## config.mk

```make
export PLATFORM = sky130hd
export DESIGN_NAME = adc_readout_control
export DESIGN_NICKNAME = d
export VERILOG_FILES = /design/src/design/adc_readout_pkg.sv /design/src/design/shift_if.sv /design/src/design/adc_readout_control.sv /design/src/design/serial_shifter.sv
export SDC_FILE = /design/constraint.sdc
export NUM_CORES = 1
export LEC_CHECK = 0
export BUFFER_PORTS_ARGS = -buffer_cell sky130_fd_sc_hd__buf_2
export CORE_MARGIN = 4
export CORE_UTILIZATION = 54
export CTS_CLUSTER_SIZE = 16
export DETAILED_ROUTE_END_ITERATION = 6
export PLACE_DENSITY = 0.81
export SLEW_MARGIN = 10
export SYNTH_ARGS = -nofsm -noshare
export SYNTH_HDL_FRONTEND = slang
export SYNTH_HIERARCHICAL = 1
export SYNTH_SLANG_ARGS = --single-unit
```

## constraint.sdc

```tcl
create_clock -name clock -period 3.6 [get_ports clock]
set_input_delay 0.36 -clock clock [delete_from_list [all_inputs] [get_ports clock]]
set_output_delay 0.36 -clock clock [all_outputs]
set_load 0.01 [all_outputs]
```

## src/design/adc_readout_pkg.sv

```systemverilog
// Purpose: shared constants for the conversion and readout control block
// Assumes: 10 MHz system clock, all pins synchronous to it
// Notes:   times are kept in ns, cycle counts are derived from them
package adc_readout_pkg;
    localparam int CLK_NS            = 100;
    localparam int WORD_W            = 16;
    // least times round up, longest times round down, never below one cycle
    localparam int BUSY_RISE_MAX_NS  = 35;
    localparam int BUSY_RISE_CYCLES  = (BUSY_RISE_MAX_NS / CLK_NS) < 1 ? 1
                                       : BUSY_RISE_MAX_NS / CLK_NS;
    localparam int CONV_MAX_NS       = 1250;
    localparam int BUSY_MAX_CYCLES   = CONV_MAX_NS / CLK_NS;
    localparam int EOC_TO_BUSY_NS    = 10;
    localparam int EOC_TO_BUSY_CYC   = (EOC_TO_BUSY_NS + CLK_NS - 1) / CLK_NS;
    localparam int SYNC_DURING_NS    = 525;
    localparam int SYNC_DURING_CYC   = SYNC_DURING_NS / CLK_NS;
    localparam int SYNC_TO_BUSY_NS   = 25;
    localparam int SYNC_TO_BUSY_CYC  = (SYNC_TO_BUSY_NS + CLK_NS - 1) / CLK_NS;
    // end-of-conversion count: outside master read after convert, busy is then dropped EOC_TO_BUSY_CYC later
    localparam logic [4:0] CONV_END  = 5'(BUSY_MAX_CYCLES - EOC_TO_BUSY_CYC - BUSY_RISE_CYCLES);
    localparam logic [4:0] SYNC_AT   = 5'(SYNC_DURING_CYC - BUSY_RISE_CYCLES);
    // least serial clock period per divider setting, in ns
    localparam int SCLK_MIN_NS_0     = 25;
    localparam int SCLK_MIN_NS_1     = 50;
    localparam int SCLK_MIN_NS_2     = 100;
    localparam int SCLK_MIN_NS_3     = 200;
    // register map
    localparam logic [3:0] ADDR_STATUS = 4'h0;
    localparam logic [3:0] ADDR_RESULT = 4'h4;
    localparam logic [3:0] ADDR_CONFIG = 4'h8;
    localparam int CFG_TWOS_BIT      = 0;
    localparam int CFG_SWAP_BIT      = 1;
    localparam logic [1:0] CONFIG_RESET = 2'h0;
    localparam int STAT_BUSY_BIT     = 0;
    localparam int STAT_SHIFT_BIT    = 1;

    typedef enum logic [2:0] {IDLE, CONVERTING, FINISH, SENDING} conv_state_t;

    // half period in cycles of the internal serial clock, at least one
    function automatic logic [7:0] half_cycles(input logic [1:0] div);
        int ns;
        int cyc;
        ns = (div == 2'h0) ? SCLK_MIN_NS_0 : (div == 2'h1) ? SCLK_MIN_NS_1
           : (div == 2'h2) ? SCLK_MIN_NS_2 : SCLK_MIN_NS_3;
        cyc = (ns + 2 * CLK_NS - 1) / (2 * CLK_NS);
        if (cyc < 1) begin
            cyc = 1;
        end
        return 8'(cyc);
    endfunction
endpackage

```

## src/design/shift_if.sv

```systemverilog
// Purpose: carrier between the readout control and its serial shifter
// Assumes: one clock domain
// Notes:   control side loads a word, shifter reports progress
`timescale 1ns/1ns
interface shift_if;
    logic                                load;
    logic [adc_readout_pkg::WORD_W-1:0]  word;
    logic                                master;
    logic                                extEdge;
    logic [7:0]                          halfCycles;
    logic                                active;
    logic                                sclk;
    logic                                bitOut;
    logic                                done;
    modport ctrl (output load, word, master, extEdge, halfCycles,
                  input  active, sclk, bitOut, done);
    modport shifter (input  load, word, master, extEdge, halfCycles,
                     output active, sclk, bitOut, done);
endinterface

```

## src/design/adc_readout_control.sv

```systemverilog
// Purpose: conversion handshake, busy flag and result readout sequencing
// Assumes: all pins synchronous to clock; sampleValue steady at end of conversion
// Notes:   sub-cycle figures cannot be met at 10 MHz; one cycle is the floor
//
// Implementation choices: the placing of the registers and the plain strobed port.
`timescale 1ns/1ns
// Operation
// - busy rises within one cycle of the convert-start falling edge
// - busy stays high at most 1.25 us outside master read after convert
// - busy falls only after the conversion end has passed
// - parallel result is on the bus before 1.25 us after convert start
// - parallel result is valid a cycle before busy falls
// - master read during convert raises frame sync about 525 ns in
// - first serial clock edge comes after frame sync is asserted
// - frame sync holds past the last serial clock edge
// - divider inputs select the least internal serial clock period
// - internal serial clock period has an upper bound per divider setting
// - busy width in master read after convert is bounded per divider
// - master read after convert raises frame sync at conversion end
// - busy falls one cycle after frame sync ends the transfer
// - serial master pins are driven only while chip select is low
// - slave mode serial data follows each rising external clock edge
// - clock source low drives internal clock, high follows host clock
// - frame sync polarity input low means active high, high means active low
// - divider inputs matter only in master read after convert
module adc_readout_control #(
    parameter int WIDTH = adc_readout_pkg::WORD_W
) (
    input  wire logic             clock,
    input  wire logic             rst_n,
    input  wire logic             convert_start_n,
    input  wire logic             chipSelect_n,
    input  wire logic             interface_select,
    input  wire logic             clock_source_select,
    input  wire logic             frame_sync_polarity,
    input  wire logic [1:0]       serial_clock_divider,
    input  wire logic             readDuringConvert,
    input  wire logic             extSerialClock,
    input  wire logic [WIDTH-1:0] sampleValue,
    output logic                  busy,
    output logic [WIDTH-1:0]      dataBus,
    output logic                  dataBusOe,
    output logic                  frameSync,
    output logic                  frameSyncOe,
    output logic                  serialClockOut,
    output logic                  serialClockOe,
    output logic                  serial_data_out,
    output logic                  serialDataOe,
    input  wire logic [3:0]       regAddr,
    input  wire logic [31:0]      regWriteData,
    input  wire logic             regWrite,
    input  wire logic             regRead,
    output logic [31:0]           regReadData
);
    adc_readout_pkg::conv_state_t state;
    adc_readout_pkg::conv_state_t next_state;
    logic [4:0]       cnt;
    logic [4:0]       next_cnt;
    logic             next_busy;
    logic             cnvPrev;
    logic             extPrev;
    logic [WIDTH-1:0] result;
    logic [WIDTH-1:0] next_result;
    logic [WIDTH-1:0] next_dataBus;
    logic [1:0]       config_q;
    logic [1:0]       next_config;
    logic [31:0]      next_regReadData;
    logic             startEdge;
    logic             serialMode;
    logic             masterMode;
    logic             afterConvert;
    logic             duringConvert;
    logic [WIDTH-1:0] coded;
    shift_if          sh ();

    if (WIDTH != adc_readout_pkg::WORD_W) begin : g_chk
        $error("adc_readout_control: WIDTH must match the converter word");
    end

    // mode decode from the select pins, and
    assign serialMode    = interface_select;
    assign masterMode    = serialMode && !clock_source_select;
    assign afterConvert  = masterMode && !readDuringConvert;
    assign duringConvert = masterMode && readDuringConvert;
    assign startEdge     = cnvPrev && !convert_start_n;

    always_comb begin
        coded = sampleValue;
        if (config_q[adc_readout_pkg::CFG_TWOS_BIT]) begin
            coded[WIDTH-1] = ~sampleValue[WIDTH-1];
        end
    end

    // a new start is taken only in IDLE; one while busy is ignored, so the host must wait
    always_comb begin
        next_state   = state;
        next_cnt     = cnt;
        next_busy    = busy;
        next_result  = result;
        next_dataBus = dataBus;
        sh.load      = 1'b0;
        sh.word      = result;
        case (state)
            adc_readout_pkg::IDLE: begin
                if (startEdge) begin
                    next_busy  = 1'b1;
                    next_cnt   = 5'h0;
                    next_state = adc_readout_pkg::CONVERTING;
                end
            end
            adc_readout_pkg::CONVERTING: begin
                next_cnt = cnt + 5'h1;
                if (duringConvert && cnt == adc_readout_pkg::SYNC_AT) begin
                    // previous result goes out while this one converts
                    sh.load = 1'b1;
                end
                if (cnt == adc_readout_pkg::CONV_END) begin
                    next_result = coded;
                    if (config_q[adc_readout_pkg::CFG_SWAP_BIT]) begin
                        next_dataBus = {coded[7:0], coded[WIDTH-1:8]};
                    end else begin
                        next_dataBus = coded;
                    end
                    next_state = adc_readout_pkg::FINISH;
                end
            end
            adc_readout_pkg::FINISH: begin
                // bus data settled a cycle ago; busy drops now except in master read after convert, and
                if (afterConvert) begin
                    sh.load    = 1'b1;
                    sh.word    = result;
                    next_state = adc_readout_pkg::SENDING;
                end else begin
                    if (serialMode && !masterMode) begin
                        sh.load = 1'b1;
                        sh.word = result;
                    end
                    next_busy  = 1'b0;
                    next_state = adc_readout_pkg::IDLE;
                end
            end
            adc_readout_pkg::SENDING: begin
                // busy width here is conversion plus one frame
                if (sh.done) begin
                    next_busy  = 1'b0;
                    next_state = adc_readout_pkg::IDLE;
                end
            end
            default: begin
                next_busy  = 1'b0;
                next_state = adc_readout_pkg::IDLE;
            end
        endcase
    end

    always_ff @(posedge clock or negedge rst_n) begin
        if (!rst_n) begin
            state   <= adc_readout_pkg::IDLE;
            cnt     <= 5'h0;
            busy    <= 1'b0;
            result  <= '0;
            dataBus <= '0;
            cnvPrev <= 1'b1;
            extPrev <= 1'b0;
        end else begin
            state   <= next_state;
            cnt     <= next_cnt;
            busy    <= next_busy;
            result  <= next_result;
            dataBus <= next_dataBus;
            cnvPrev <= convert_start_n;
            extPrev <= extSerialClock;
        end
    end

    // divider is applied only in master read after convert
    assign sh.halfCycles = afterConvert ? adc_readout_pkg::half_cycles(serial_clock_divider)
                                        : 8'h1; // fastest period for other modes
    assign sh.master     = masterMode;
    // slave active edge is the sampled rising edge of the host clock
    assign sh.extEdge    = extSerialClock && !extPrev;

    serial_shifter #(.WIDTH(WIDTH)) u_shifter (
        .clock (clock),
        .rst_n (rst_n),
        .sh    (sh)
    );

    // pins and drive enables; the serial pins release with chip select
    assign dataBusOe       = !serialMode && !chipSelect_n;
    assign frameSync       = sh.active ^ frame_sync_polarity;
    assign frameSyncOe     = masterMode && !chipSelect_n;
    assign serialClockOut  = sh.sclk;
    assign serialClockOe   = masterMode && !chipSelect_n;
    assign serial_data_out = sh.bitOut;
    assign serialDataOe    = serialMode && !chipSelect_n;

    // register port: writes take effect at the next clock edge, reads answer one cycle later
    always_comb begin
        next_config      = config_q;
        next_regReadData = 32'h0000_0000;
        if (regWrite && regAddr == adc_readout_pkg::ADDR_CONFIG) begin
            next_config = regWriteData[1:0];
        end
        if (regRead) begin
            if (regAddr == adc_readout_pkg::ADDR_STATUS) begin
                next_regReadData[adc_readout_pkg::STAT_BUSY_BIT]  = busy;
                next_regReadData[adc_readout_pkg::STAT_SHIFT_BIT] = sh.active;
            end else if (regAddr == adc_readout_pkg::ADDR_RESULT) begin
                next_regReadData[WIDTH-1:0] = result;
            end else if (regAddr == adc_readout_pkg::ADDR_CONFIG) begin
                next_regReadData[1:0] = config_q;
            end else begin
                next_regReadData = 32'h0000_0000;
            end
        end
    end

    always_ff @(posedge clock or negedge rst_n) begin
        if (!rst_n) begin
            config_q    <= adc_readout_pkg::CONFIG_RESET;
            regReadData <= 32'h0000_0000;
        end else begin
            config_q    <= next_config;
            regReadData <= next_regReadData;
        end
    end
endmodule

```

## src/design/serial_shifter.sv

```systemverilog
// Purpose: shifts one result word out, msb first, as master or slave
// Assumes: load only while not active
// Notes:   master data change on the falling serial clock edge
`timescale 1ns/1ns
module serial_shifter #(
    parameter int WIDTH = adc_readout_pkg::WORD_W
) (
    input  wire logic clock,
    input  wire logic rst_n,
    shift_if.shifter  sh
);
    logic [WIDTH-1:0] word;
    logic [WIDTH-1:0] next_word;
    logic [4:0]       bitCnt;
    logic [4:0]       next_bitCnt;
    logic [7:0]       phase;
    logic [7:0]       next_phase;
    logic             sclk;
    logic             next_sclk;
    logic             active;
    logic             next_active;
    logic             tail;
    logic             next_tail;
    logic             done;
    logic             next_done;

    if (WIDTH < 2 || WIDTH > 31) begin : g_chk
        $error("serial_shifter: WIDTH out of range");
    end

    always_comb begin
        next_word   = word;
        next_bitCnt = bitCnt;
        next_phase  = phase;
        next_sclk   = sclk;
        next_active = active;
        next_tail   = tail;
        next_done   = 1'b0;
        if (sh.load && !active) begin
            next_word   = sh.word;
            next_bitCnt = 5'h0;
            next_phase  = 8'h0;
            next_sclk   = 1'b0;
            next_active = 1'b1;
            next_tail   = 1'b0;
        end else if (active && tail) begin
            // frame sync held one full cycle past the last clock edge
            next_active = 1'b0;
            next_tail   = 1'b0;
            next_done   = 1'b1;
        end else if (active && sh.master) begin
            // first edge comes a half period after sync, never in its cycle
            if (phase == sh.halfCycles - 8'h1) begin
                next_phase = 8'h0;
                next_sclk  = ~sclk;
                if (sclk) begin
                    next_word   = {word[WIDTH-2:0], 1'b0};
                    next_bitCnt = bitCnt + 5'h1;
                    if (bitCnt == 5'(WIDTH - 1)) begin
                        next_tail = 1'b1;
                    end
                end
            end else begin
                next_phase = phase + 8'h1;
            end
        end else if (active && sh.extEdge) begin
            // next bit follows one cycle after the host clock edge
            next_word   = {word[WIDTH-2:0], 1'b0};
            next_bitCnt = bitCnt + 5'h1;
            if (bitCnt == 5'(WIDTH - 1)) begin
                next_active = 1'b0;
                next_done   = 1'b1;
            end
        end
    end

    always_ff @(posedge clock or negedge rst_n) begin
        if (!rst_n) begin
            word   <= '0;
            bitCnt <= 5'h0;
            phase  <= 8'h0;
            sclk   <= 1'b0;
            active <= 1'b0;
            tail   <= 1'b0;
            done   <= 1'b0;
        end else begin
            word   <= next_word;
            bitCnt <= next_bitCnt;
            phase  <= next_phase;
            sclk   <= next_sclk;
            active <= next_active;
            tail   <= next_tail;
            done   <= next_done;
        end
    end

    assign sh.active = active;
    assign sh.sclk   = sclk;
    assign sh.bitOut = word[WIDTH-1];
    assign sh.done   = done;
endmodule

```

## Word-level counts from Yosys, hierarchy flattened

Index checks and enable logic that the tools add are counted.
Widths: inputs -> output; s select.

- Register bits after elaboration: 110
- Output and inout port bits: 56

- Add/subtract/negate cells: 6
- Div/mod/pow operators: 1
- $lt $le $gt $ge: 1
- Equal/unequal tests: 19
- Mux-type cells: 63
- Bitwise operators: 4
- Reduce and logical (&&, ||, !) cells: 44

Operators with widths:

| kind | number |
|---|---|
| $mux 16 | 9 |
| $mux 8 | 9 |
| $mux 5 | 7 |
| $div 32x9->32 const B | 1 |
| $lt 32x2->1 const B | 1 |
| $mux 1 | 27 |
| $reduce_bool 3->1 | 6 |
| $logic_and 1x1->1 | 15 |
| $mux 14 | 1 |
| $pmux 3 s4 | 1 |
| $reduce_and 4->1 | 3 |
| $add 5x1->5 const B | 2 |
| $eq 5x4->1 const B | 2 |
| $pmux 5 s2 | 1 |
| $sub 9x1->10 const B | 1 |
| $add 8x8->9 const B | 1 |
| $mux 3 | 3 |
| $reduce_and 3->1 | 3 |
| $add 8x1->8 const B | 1 |
| $eq 8x8->1 | 1 |
| $logic_not 1->1 | 8 |
| $sub 8x1->8 const B | 1 |
| $eq 3x2->1 const B | 2 |
| $mux 2 | 3 |
| 19 further kinds | 29 |

## Logic depth before layout (Yosys ltp)

Gate-level depths: netlist of run 1.

- Word-level depth: 16
- Mapped depth: 11
- Mapped depth without buffers: 10

## Modules after synthesis

The synthesis of run 1 kept the hierarchy.

Modules (own cells, without submodules):

| module | instances | cells each | area an instance (um^2) |
|---|---|---|---|
| adc_readout_control | 1 | 244 | 2844.0 |
| serial_shifter | 1 | 228 | 2105.8 |

## Worst setup path before layout of run 1

OpenSTA, ideal clock, no wires.

- Path type: reg2reg
- From: register state[0]
- To: register u_shifter.bitCnt[0]
- Setup time: 0.125 ns
- Arrival time: 2.415 ns
- Data required time: 3.475 ns
- Path slack: 1.059 ns
- Cell stages (with the launch flop): 11
- Clock period less this slack: 2.541 ns
- Cells stage by stage: dfrtp_1 ha_1 nand2b_2 nor3_1 o21a_1 nor2b_1 buf_6 a31oi_1 nand2_8 buf_12 mux2_4

- Cells in the longest elaborated chain, start to end: 5

RTL lines:

| what | line | source |
|---|---|---|
| from (decl) | adc_readout_control.sv:55 | `adc_readout_pkg::conv_state_t state;` |
| from (signal assigned) | adc_readout_control.sv:158 | `state <= adc_readout_pkg::IDLE;` |
| from (signal assigned) | adc_readout_control.sv:166 | `state <= next_state;` |
| $eq 3x2->1 / $eq 3x1->1 (equally long branches) | adc_readout_control.sv:103 | `case (state)` |
| $pmux 1 s2 (*) | adc_readout_control.sv:103 |  |
| via sh.load | shift_if.sv:6 | `logic load;` |
| $logic_and 1x1->1 (*) | serial_shifter.sv:39 | `if (sh.load && !active) begin` |
| $ne 3x1->1 (no line), or another cell as far along | - |  |
| $reduce_and 4->1 (no line) | - |  |
| to (signal assigned) | serial_shifter.sv:88 | `bitCnt <= next_bitCnt;` |
| to (decl) | serial_shifter.sv:14 | `logic [4:0] bitCnt;` |

Mark *: on every way through the listed nets, which the timed path passes. The rest lies on a longest branch.
A chain may end at the register's enable or synchronous reset.

## Worst setup path in the final report of run 1

- From: register state[1]
- To: register u_shifter.word[14]

- Cells in the longest elaborated chain, start to end: 5

RTL lines:

| what | line | source |
|---|---|---|
| $eq 3x2->1 / $eq 3x1->1 (equally long branches) | adc_readout_control.sv:103 |  |
| $pmux 1 s2 (*) | adc_readout_control.sv:103 |  |
| via sh.load | shift_if.sv:6 |  |
| $logic_and 1x1->1 (*) | serial_shifter.sv:39 |  |
| $ne 3x1->1 (no line), or another cell as far along | - |  |
| $reduce_and 4->1 (no line) | - |  |
| to (signal assigned) | serial_shifter.sv:87 | `word <= next_word;` |
| to (decl) | serial_shifter.sv:12 | `logic [WIDTH-1:0] word;` |

Marked as above.

==> results of run 1 <==
==> cells by family after synthesis <==
kind of cell | Yosys count | synth area share (%)
compound gates | 60 | 8.62
xor+xnor | 12 | 2.68
fa+ha+maj | 11 | 2.78
buf+inv | 52 | 6.93
flops | 93 | 47.0
mux | 56 | 12.9
other cells | 2 | 0.152
simple gates | 186 | 18.9
==> through the flow <==
step	util, %	cell area [sq um]
after floorplan	-	5110
after global placement	60.9	5360
after detailed placement	60.9	5360
after CTS	63.3	5570
after global routing	63.3	5570
final	63.3	5570
==> registers in the layout (all words and copies together) (netlist names), 2 cells and up <==
register          count
config_q              2
u_shifter/phase       8
cnt                   5
u_shifter/word       16
result               16
dataBus              16
regReadData          16
state                 2
u_shifter/bitCnt      5
==> cells in the final DEF (no fill, tap or decap), types with 3 or more instances in the layout <==
cell type / instances
sky130_fd_sc_hd__dfrtp_1: 92
sky130_fd_sc_hd__and3_1: 4
sky130_fd_sc_hd__buf_4: 4
sky130_fd_sc_hd__clkbuf_8: 9
sky130_fd_sc_hd__ha_1: 11
sky130_fd_sc_hd__mux2_4: 9
sky130_fd_sc_hd__a21oi_1: 8
sky130_fd_sc_hd__and2_1: 15
sky130_fd_sc_hd__nor3_1: 9
sky130_fd_sc_hd__nor2b_1: 6
sky130_fd_sc_hd__inv_6: 3
sky130_fd_sc_hd__nand2_1: 72
sky130_fd_sc_hd__xnor2_1: 8
sky130_fd_sc_hd__nand2b_1: 6
sky130_fd_sc_hd__mux2i_1: 19
sky130_fd_sc_hd__a31oi_1: 6
sky130_fd_sc_hd__buf_2: 71
sky130_fd_sc_hd__a21oi_2: 15
sky130_fd_sc_hd__inv_1: 17
sky130_fd_sc_hd__o21ai_0: 18
sky130_fd_sc_hd__mux2_2: 28
sky130_fd_sc_hd__conb_1: 46
sky130_fd_sc_hd__nor2_1: 39
sky130_fd_sc_hd__nand3_1: 13
==> area by class of cell <==
cell class	instances	area [sq um]	share of cell area [%]
Inverter	17	63.8	1.15
Sequential cell	93	2330	41.8
Tap cell	108	135	2.43
Clock inverter	7	86.3	1.55
Timing Repair Buffer	75	385	6.92
Multi-Input combinational cell	371	2450	43.9
Clock buffer	9	124	2.22
==> cells in the mapped netlist, drive strengths merged, types with 4 or more instances <==
| master | n |
|---|---|
| a21oi | 23 |
| a31oi | 7 |
| and2 | 15 |
| and3 | 4 |
| buf | 29 |
| clkbuf | 6 |
| dfrtp | 92 |
| ha | 11 |
| inv | 17 |
| mux2 | 37 |
| mux2i | 19 |
| nand2 | 73 |
| nand2b | 7 |
| nand3 | 15 |
| nor2 | 40 |
| nor2b | 6 |
| nor3 | 9 |
| o21ai | 18 |
| or4 | 4 |
| xnor2 | 8 |
==> per-layer routing <==
metal	vias up	part of all wire (%)
li1	1728	-
met1	1695	43
met2	100	50
met3	12	5.3
met4	0	1.7
met5	-	0
==> worst max path at each step <==
stage | end | slack, ns | cells after the start | from
final | u_shifter/word[14] | 0.91 | 9 | state[1]
after global routing | u_shifter/word[14] | 0.75 | 9 | state[1]
after CTS | u_shifter/word[2] | 0.90 | 9 | state[1]
after detailed placement | u_shifter/word[12] | 0.92 | 9 | state[1]
after global placement | u_shifter/word[14] | 0.97 | 9 | state[1]
after floorplan | u_shifter/bitCnt[0] | 1.06 | 10 | state[0]
==> report_power, final <==
group	leakage [nW]	switching (mW)	internal [mW]
clock network	0.105	0.398	0.338
registers	1.16	0.120	1.13
logic	1.54	0.344	0.284
total	2.81	0.861	1.75
==> tab_implementation.tex, run 1 <==
\begin{tabular}{lr}
\hline
Metric & Value \\
\hline
\multicolumn{2}{l}{\textbf{Place}} \\
\quad Post-Place Setup Slack & 0.925 ns \\
\quad DPL Wire Length & 6970 microns \\
\quad I/O Buffers & just over 70 \\
\quad Number of cells in the design after placement & 664 \\
\quad Global placement routability congestion & 0.858 \\
\multicolumn{2}{l}{\textbf{Worst setup path}} \\
\quad Startpoint types & register \\
\quad Highest net fanout along the worst path & 18 \\
\quad Register-to-Register Setup Slack & 0.91 ns \\
\quad Critical-path cell with the highest stage delay & sky130\_fd\_sc\_hd\_\_a31oi\_1 \\
\quad Sequence of cells on the critical path & inv\_1 > ha\_1 > nand2b\_2 > nor3\_1 > o21a\_1 > nor2b\_1 > a31oi\_1 > nand2\_8 > mux2\_4 \\
\quad Reg2Reg Depth & 9 \\
\quad Critical path's top delay family & compound AO/OA/AOI/OAI gates \\
\quad Crit path buf inv count & 1 \\
\quad Critical path type & reg -> reg \\
\quad Highest cell delay on the worst timing path & 0.60 ns \\
\quad R2R Path Start & state[1] \\
\quad Endpoint kind of the worst setup timing path & register \\
\quad CP Data Arrival Time & 2.94 ns \\
\quad Capturing point of the worst reg2reg path & u\_shifter/word[14] \\
\quad Worst path required time & 3.85 ns \\
\multicolumn{2}{l}{\textbf{Route}} \\
\quad Number of detailed-routing iterations run before antenna repair & 4 \\
\quad DRT iter0 DRCs & between 100 and 150 \\
\quad Average via count per standard cell & 5.20 \\
\quad Total via count in the routed design & about 3,500 \\
\quad Final wirelength & 9580 microns \\
\quad Antenna viol nets, final & 0 \\
\quad Detail-routed net length per standard cell & 14.1 microns \\
\quad Drt drc & 0 \\
\multicolumn{2}{l}{\textbf{Global routing}} \\
\quad Maximum number of pins on one net before global-route repair & 70 \\
\quad Highest-utilization routing layer at the global route stage & met2 \\
\quad Global-route usage over all layers & 18.6\% \\
\quad GRT met3 Usage & 5.29\% \\
\quad Number of antenna violations at the first check in global routing & 0 \\
\quad Global-route wire length before repair & 16,500 microns \\
\quad Gr ovfl total & 0 \\
\quad Met1 Use GR & 22.5\% \\
\quad Via count of the first global-routing pass & between 3,000 and 4,000 \\
\quad M2 GR Usage & 32.0\% \\
\multicolumn{2}{l}{\textbf{Logic synthesis}} \\
\quad Synthesis Warnings & 6 \\
\quad Top cell type by total area after synthesis & sky130\_fd\_sc\_hd\_\_dfrtp\_1 \\
\quad Post-synth design cell area & 4950 sq um \\
\quad Number of distinct library cells after synthesis & 57 \\
\quad Average footprint of a synthesized cell & 10.5 sq um \\
\quad Share of flip-flops with an asynchronous set or reset after synthesis & between 90\% and 100\% \\
\quad Post-synth EDFFs & 0 \\
\quad Top post-synthesis cells by area & sky130\_fd\_sc\_hd\_\_dfrtp\_1, sky130\_fd\_sc\_hd\_\_mux2\_2, sky130\_fd\_sc\_hd\_\_nand2\_1, sky130\_fd\_sc\_hd\_\_mux2i\_1, sky130\_fd\_sc\_hd\_\_nor2\_1 \\
\quad Most used flip-flop cell after synthesis & sky130\_fd\_sc\_hd\_\_dfrtp\_1 \\
\quad Sequential cell area fraction in the yosys report & 47.0\% \\
\quad Yosys top cell area share & 46.5\% \\
\quad Number of instances in the synthesized netlist & 472 \\
\quad Flops \& latches, synth & 93 \\
\multicolumn{2}{l}{\textbf{Floorplanning}} \\
\quad Number of standard-cell rows in the floorplan & 34 \\
\quad Initial core utilization & $\sim$56\% \\
\quad Width of the chip & 104 microns \\
\quad Area of the die & between 10,000 and 15,000 sq um \\
\quad Num ports & 121 \\
\quad Area of the placeable core & 8810 sq um \\
\quad Vertical die dimension & 104 microns \\
\multicolumn{2}{l}{\textbf{Clocking}} \\
\quad Clock Root Buffer & sky130\_fd\_sc\_hd\_\_clkbuf\_8 \\
\quad TritonCTS clock tree & built \\
\quad Total clock buffers created by CTS & 9 \\
\quad Clock-pin slew on the worst setup and hold paths & 0.10 ns \\
\quad Clock buffer depth & 2 \\
\quad Hold Buf Count CTS & 0 \\
\quad Clock latency on the worst-skew pair & 0.36 ns \\
\quad Post-CTS sizing & 0 \\
\quad H-Tree Level Count & 3 \\
\quad Clock Sink Count & 93 \\
\quad Buffer count from post-CTS setup fixing & 0 \\
\multicolumn{2}{l}{\textbf{Finish}} \\
\quad Number of nets in the layout & around 640 \\
\quad Fill count & 692 \\
\quad Count of placed standard cells in the final layout, fillers left out & 680 \\
\quad \# diodes & 0 \\
\quad Relative area change from synthesis to final layout & 12.6\% \\
\quad Fraction of layout instances using a drive strength above 1 & 27.6\% \\
\multicolumn{2}{l}{\textbf{STA}} \\
\quad Fraction of the cycle the final worst path needs & 74.8\% \\
\quad PnR worst setup slack & 0.906 ns \\
\quad Hold Worst Slack & 0.0990 ns \\
\quad Number of setup violations in the final report & 0 \\
\quad Transition at the pin with the smallest max-transition slack & 0.941 ns \\
\quad RSZ-0062 raised after global routing & false \\
\quad Relative max-transition margin & 37.2\% \\
\quad Final TNS setup & 0 ns \\
\quad Number of failing hold endpoints at the final stage & 0 \\
\quad Post-route minimum period & between 2 and 3 ns \\
\quad Highest Clock Rate & 371 MHz \\
\quad Pins over their slew limit & 0 \\
\quad Clock skew after layout & 0.00805 ns \\
\multicolumn{2}{l}{\textbf{Power and ir drop}} \\
\quad Final Total Pwr & 2.61 mW \\
\quad Max VDD drop & approximately 420 uV \\
\quad Cell area power density & 469 nW/um\^{}2 \\
\quad Lkg Pwr & about 2.8 nW \\
\multicolumn{2}{l}{\textbf{Hold path}} \\
\quad Path category of the worst min-delay check & in -> async \\
\multicolumn{2}{l}{\textbf{Outcome}} \\
\quad Result of the run & complete, no violations \\
\multicolumn{2}{l}{\textbf{Flow run}} \\
\quad Number of max-cap violations & 0 \\
\hline
\end{tabular}
Power figures use the tool's default switching activity.
==> run 2: changes to the inputs <==
--- a/config.mk
+++ b/config.mk
@@ -7,10 +7,10 @@
 export LEC_CHECK = 0
 export BUFFER_PORTS_ARGS = -buffer_cell sky130_fd_sc_hd__buf_2
 export CORE_MARGIN = 4
-export CORE_UTILIZATION = 54
+export CORE_UTILIZATION = 49
 export CTS_CLUSTER_SIZE = 16
 export DETAILED_ROUTE_END_ITERATION = 6
-export PLACE_DENSITY = 0.81
+export PLACE_DENSITY = 0.77
 export SLEW_MARGIN = 10
 export SYNTH_ARGS = -nofsm -noshare
 export SYNTH_HDL_FRONTEND = slang
==> constraint.sdc (replaced) <==
create_clock -name clock -period 2.3 [get_ports clock]
set_input_delay 0.23 -clock clock [delete_from_list [all_inputs] [get_ports clock]]
set_output_delay 0.23 -clock clock [all_outputs]
set_load 0.01 [all_outputs]
==> run 2 against run 1 <==
  * Clock skew grew 0.0028 ns
  * Die area is 9.4% higher
  * Final area is 3.4% higher
  * Cell count up 5.4%
  * Register-to-register slack got worse by 0.80 ns
  * Routed wire length up 0.76%
  * Worst hold slack got worse by 0.012 ns
  * Critical path type unchanged
  * Critical endpoint is now u_shifter/word[1]
  * Highest routed layer unchanged
==> tab_implementation.tex, run 2 (synthesized netlist as in run 1, its figures left out) <==
\begin{tabular}{lr}
\hline
Metric & Value \\
\hline
\multicolumn{2}{l}{\textbf{Clocking}} \\
\quad Clock-pin slew on the worst setup and hold paths & 0.11 ns (about the same) \\
\quad Clock buffer depth & 2 (unchanged) \\
\quad Clock latency on the worst-skew pair & 0.37 ns (about the same) \\
\quad H-Tree Level Count & 3 (unchanged) \\
\quad TritonCTS clock tree & built \\
\quad Clock Sink Count & 93 (unchanged) \\
\quad Clock Root Buffer & sky130\_fd\_sc\_hd\_\_clkbuf\_8 \\
\quad Total clock buffers created by CTS & 9 (unchanged) \\
\multicolumn{2}{l}{\textbf{STA}} \\
\quad Highest Clock Rate & 455 MHz (+23\%) \\
\quad Transition at the pin with the smallest max-transition slack & 0.877 ns (-0.0638 ns) \\
\quad Clock skew after layout & 0.0109 ns (+0.00282 ns) \\
\quad Number of failing hold endpoints at the final stage & 0 (unchanged) \\
\quad Number of setup violations in the final report & 0 (unchanged) \\
\quad Fraction of the cycle the final worst path needs & 95.5\% (+21 points) \\
\quad Pins over their slew limit & 0 (unchanged) \\
\quad Post-route minimum period & 2.20 ns (-0.498 ns) \\
\quad Hold Worst Slack & 0.0866 ns (-0.0124 ns) \\
\quad Relative max-transition margin & 41.5\% (+4.3 points) \\
\multicolumn{2}{l}{\textbf{Flow run}} \\
\quad Number of max-cap violations & 0 (unchanged) \\
\multicolumn{2}{l}{\textbf{Floorplanning}} \\
\quad Vertical die dimension & 109 microns (+4.6\%) \\
\quad Number of standard-cell rows in the floorplan & 36 (+5.9\%) \\
\quad Width of the chip & 109 microns (+4.6\%) \\
\quad Num ports & 121 (unchanged) \\
\quad Initial core utilization & 50.4\% (-5.8 points) \\
\quad Area of the die & 11,800 sq um (+9.4\%) \\
\quad Area of the placeable core & 9820 sq um (+12\%) \\
\multicolumn{2}{l}{\textbf{Route}} \\
\quad DRT iter0 DRCs & 131 (+0.77\%) \\
\quad Final wirelength & 9660 microns (+0.76\%) \\
\quad Average via count per standard cell & 5.01 (-3.6\%) \\
\quad Number of detailed-routing iterations run before antenna repair & 4 (unchanged) \\
\quad Total via count in the routed design & 3,594 (+1.7\%) \\
\quad Drt drc & 0 (unchanged) \\
\quad Detail-routed net length per standard cell & 13.5 microns (-4.4\%) \\
\quad Antenna viol nets, final & 0 (unchanged) \\
\multicolumn{2}{l}{\textbf{Worst setup path}} \\
\quad Highest cell delay on the worst timing path & 0.42 ns (-0.18 ns) \\
\quad Worst path required time & 2.55 ns (-1.30 ns) \\
\quad Reg2Reg Depth & 10 (+1) \\
\quad Critical path's top delay family & simple AND/OR/NAND/NOR gates \\
\quad Critical path type & reg -> reg \\
\quad Critical-path cell with the highest stage delay & sky130\_fd\_sc\_hd\_\_dfrtp\_1 \\
\quad Highest net fanout along the worst path & 10 (-8) \\
\quad Endpoint kind of the worst setup timing path & register \\
\quad Sequence of cells on the critical path & inv\_1 > ha\_1 > nand2b\_2 > nor3\_1 > o21a\_1 > nor2b\_4 > a31oi\_4 > nand2\_8 > buf\_8 > mux2\_4 \\
\quad Register-to-Register Setup Slack & 0.10 ns (-0.80 ns) \\
\quad Startpoint types & register \\
\quad Worst Setup EP & u\_shifter/word[1] \\
\quad CP Data Arrival Time & 2.45 ns (-0.49 ns) \\
\quad Crit path buf inv count & 2 (+1) \\
\quad R2R Path Start & state[1] \\
\quad Capturing point of the worst reg2reg path & u\_shifter/word[1] \\
\quad Worst path depth & 10 (+1) \\
\quad Worst Setup SP & state[1] \\
\multicolumn{2}{l}{\textbf{Finish}} \\
\quad \# diodes & 0 (unchanged) \\
\quad Fill count & 852 (+23\%) \\
\quad Utilization after layout & 58.7\% (-4.6 points) \\
\quad Relative area change from synthesis to final layout & 16.4\% \\
\quad Cell area after layout & 5760 sq um (+3.4\%) \\
\quad Count of placed standard cells in the final layout, fillers left out & 717 (+5.4\%) \\
\quad Fraction of layout instances using a drive strength above 1 & 29.5\% (+1.8 points) \\
\quad Most frequent standard cell in the layout excluding fill and tap cells & sky130\_fd\_sc\_hd\_\_dfrtp\_1 \\
\quad Commonest non-fill, non-tap cells in the layout & sky130\_fd\_sc\_hd\_\_dfrtp\_1, sky130\_fd\_sc\_hd\_\_nand2\_1, sky130\_fd\_sc\_hd\_\_buf\_2, sky130\_fd\_sc\_hd\_\_conb\_1, sky130\_fd\_sc\_hd\_\_nor2\_1 \\
\quad Number of nets in the layout & 655 (+1.9\%) \\
\multicolumn{2}{l}{\textbf{Power and ir drop}} \\
\quad Cell area power density & 709 nW/um\^{}2 (+51\%) \\
\quad Max VDD drop & 592 uV (+41\%) \\
\quad Final Total Pwr & 4.08 mW (+56\%) \\
\quad Lkg Pwr & 2.89 nW (+2.8\%) \\
\multicolumn{2}{l}{\textbf{Place}} \\
\quad DPL Wire Length & 6910 microns (-0.74\%) \\
\quad Number of cells in the design after placement & 693 (+4.4\%) \\
\quad Global placement routability congestion & 0.795 (-7.3\%) \\
\quad DP Area & 5470 sq um (+1.9\%) \\
\quad I/O Buffers & 72 (unchanged) \\
\multicolumn{2}{l}{\textbf{Global routing}} \\
\quad Gr ovfl total & 0 (unchanged) \\
\quad Global-route wire length before repair & 16,300 microns (-1.3\%) \\
\quad Via count of the first global-routing pass & 3,489 (-1.6\%) \\
\quad Global-route usage over all layers & 17.3\% (-1.3 points) \\
\quad Number of antenna violations at the first check in global routing & 0 (unchanged) \\
\quad Maximum number of pins on one net before global-route repair & 51 (-27\%) \\
\multicolumn{2}{l}{\textbf{Hold path}} \\
\quad Path category of the worst min-delay check & in -> reg \\
\multicolumn{2}{l}{\textbf{Outcome}} \\
\quad Result of the run & complete, no violations \\
\hline
\end{tabular}
-- run 2: worst min-delay path by stage --
| stage | start | endpoint | slack, ns | depth (start not counted) |
|---|---|---|---|---|
| after detailed placement | rst_n | dataBus[12] | 0.30 | 1 |
| after global placement | rst_n | dataBus[1] | 0.28 | 1 |
| after floorplan | rst_n | busy | -0.07 | 0 |
| after global routing | regWriteData[0] | config_q[0] | 0.08 | 2 |
| final | regWriteData[0] | config_q[0] | 0.09 | 2 |
| after CTS | regWriteData[0] | config_q[0] | 0.07 | 2 |
-- run 2: what timing repair did --
| item | in CTS | in global routing |
|---|---|---|
| resized for setup | 0 | 6 |
| hold buffers | 3 | 0 |
| endpoints found under the setup margin | 0 | 20 |
| hold endpoints to repair | 50 | 0 |
| buffers inserted | 0 | 5 |
-- run 2: stage by stage --
stage	TNS, ns	setup WS (ns)
4_1_cts	0	0.0726
3_3_place_gp	0	0.133
5_1_grt	-0.0176	-0.00903
3_5_place_dp	0	0.0945
6_report	0	0.104
2_1_floorplan	0	0.0687
-- run 2: final cells by class --
class	count	area (sq um)	share of cell area (%)
Sequential cell	93	2330	40.4
Inverter	17	63.8	1.11
Clock buffer	9	124	2.15
Tap cell	133	166	2.89
Timing Repair Buffer	87	519	9.01
Clock inverter	7	71.3	1.24
Multi-Input combinational cell	371	2490	43.2
-- run 2: metal layers --
metal | part of all wire, % | track usage, % | up-vias
met4 | 2.0 | 6.22 | 0
met2 | 49 | 28.9 | 95
met1 | 43 | 21.6 | 1719
met3 | 5.3 | 4.42 | 22
met5 | 0 | 0 | -
li1 | - | - | 1758
-- run 2: report_power, final --
group	internal [mW]	total [mW]	switching, mW
sequential	1.77	1.95	0.188
clock	0.431	1.08	0.650
combinational	0.488	1.05	0.559
total	2.69	4.08	1.40
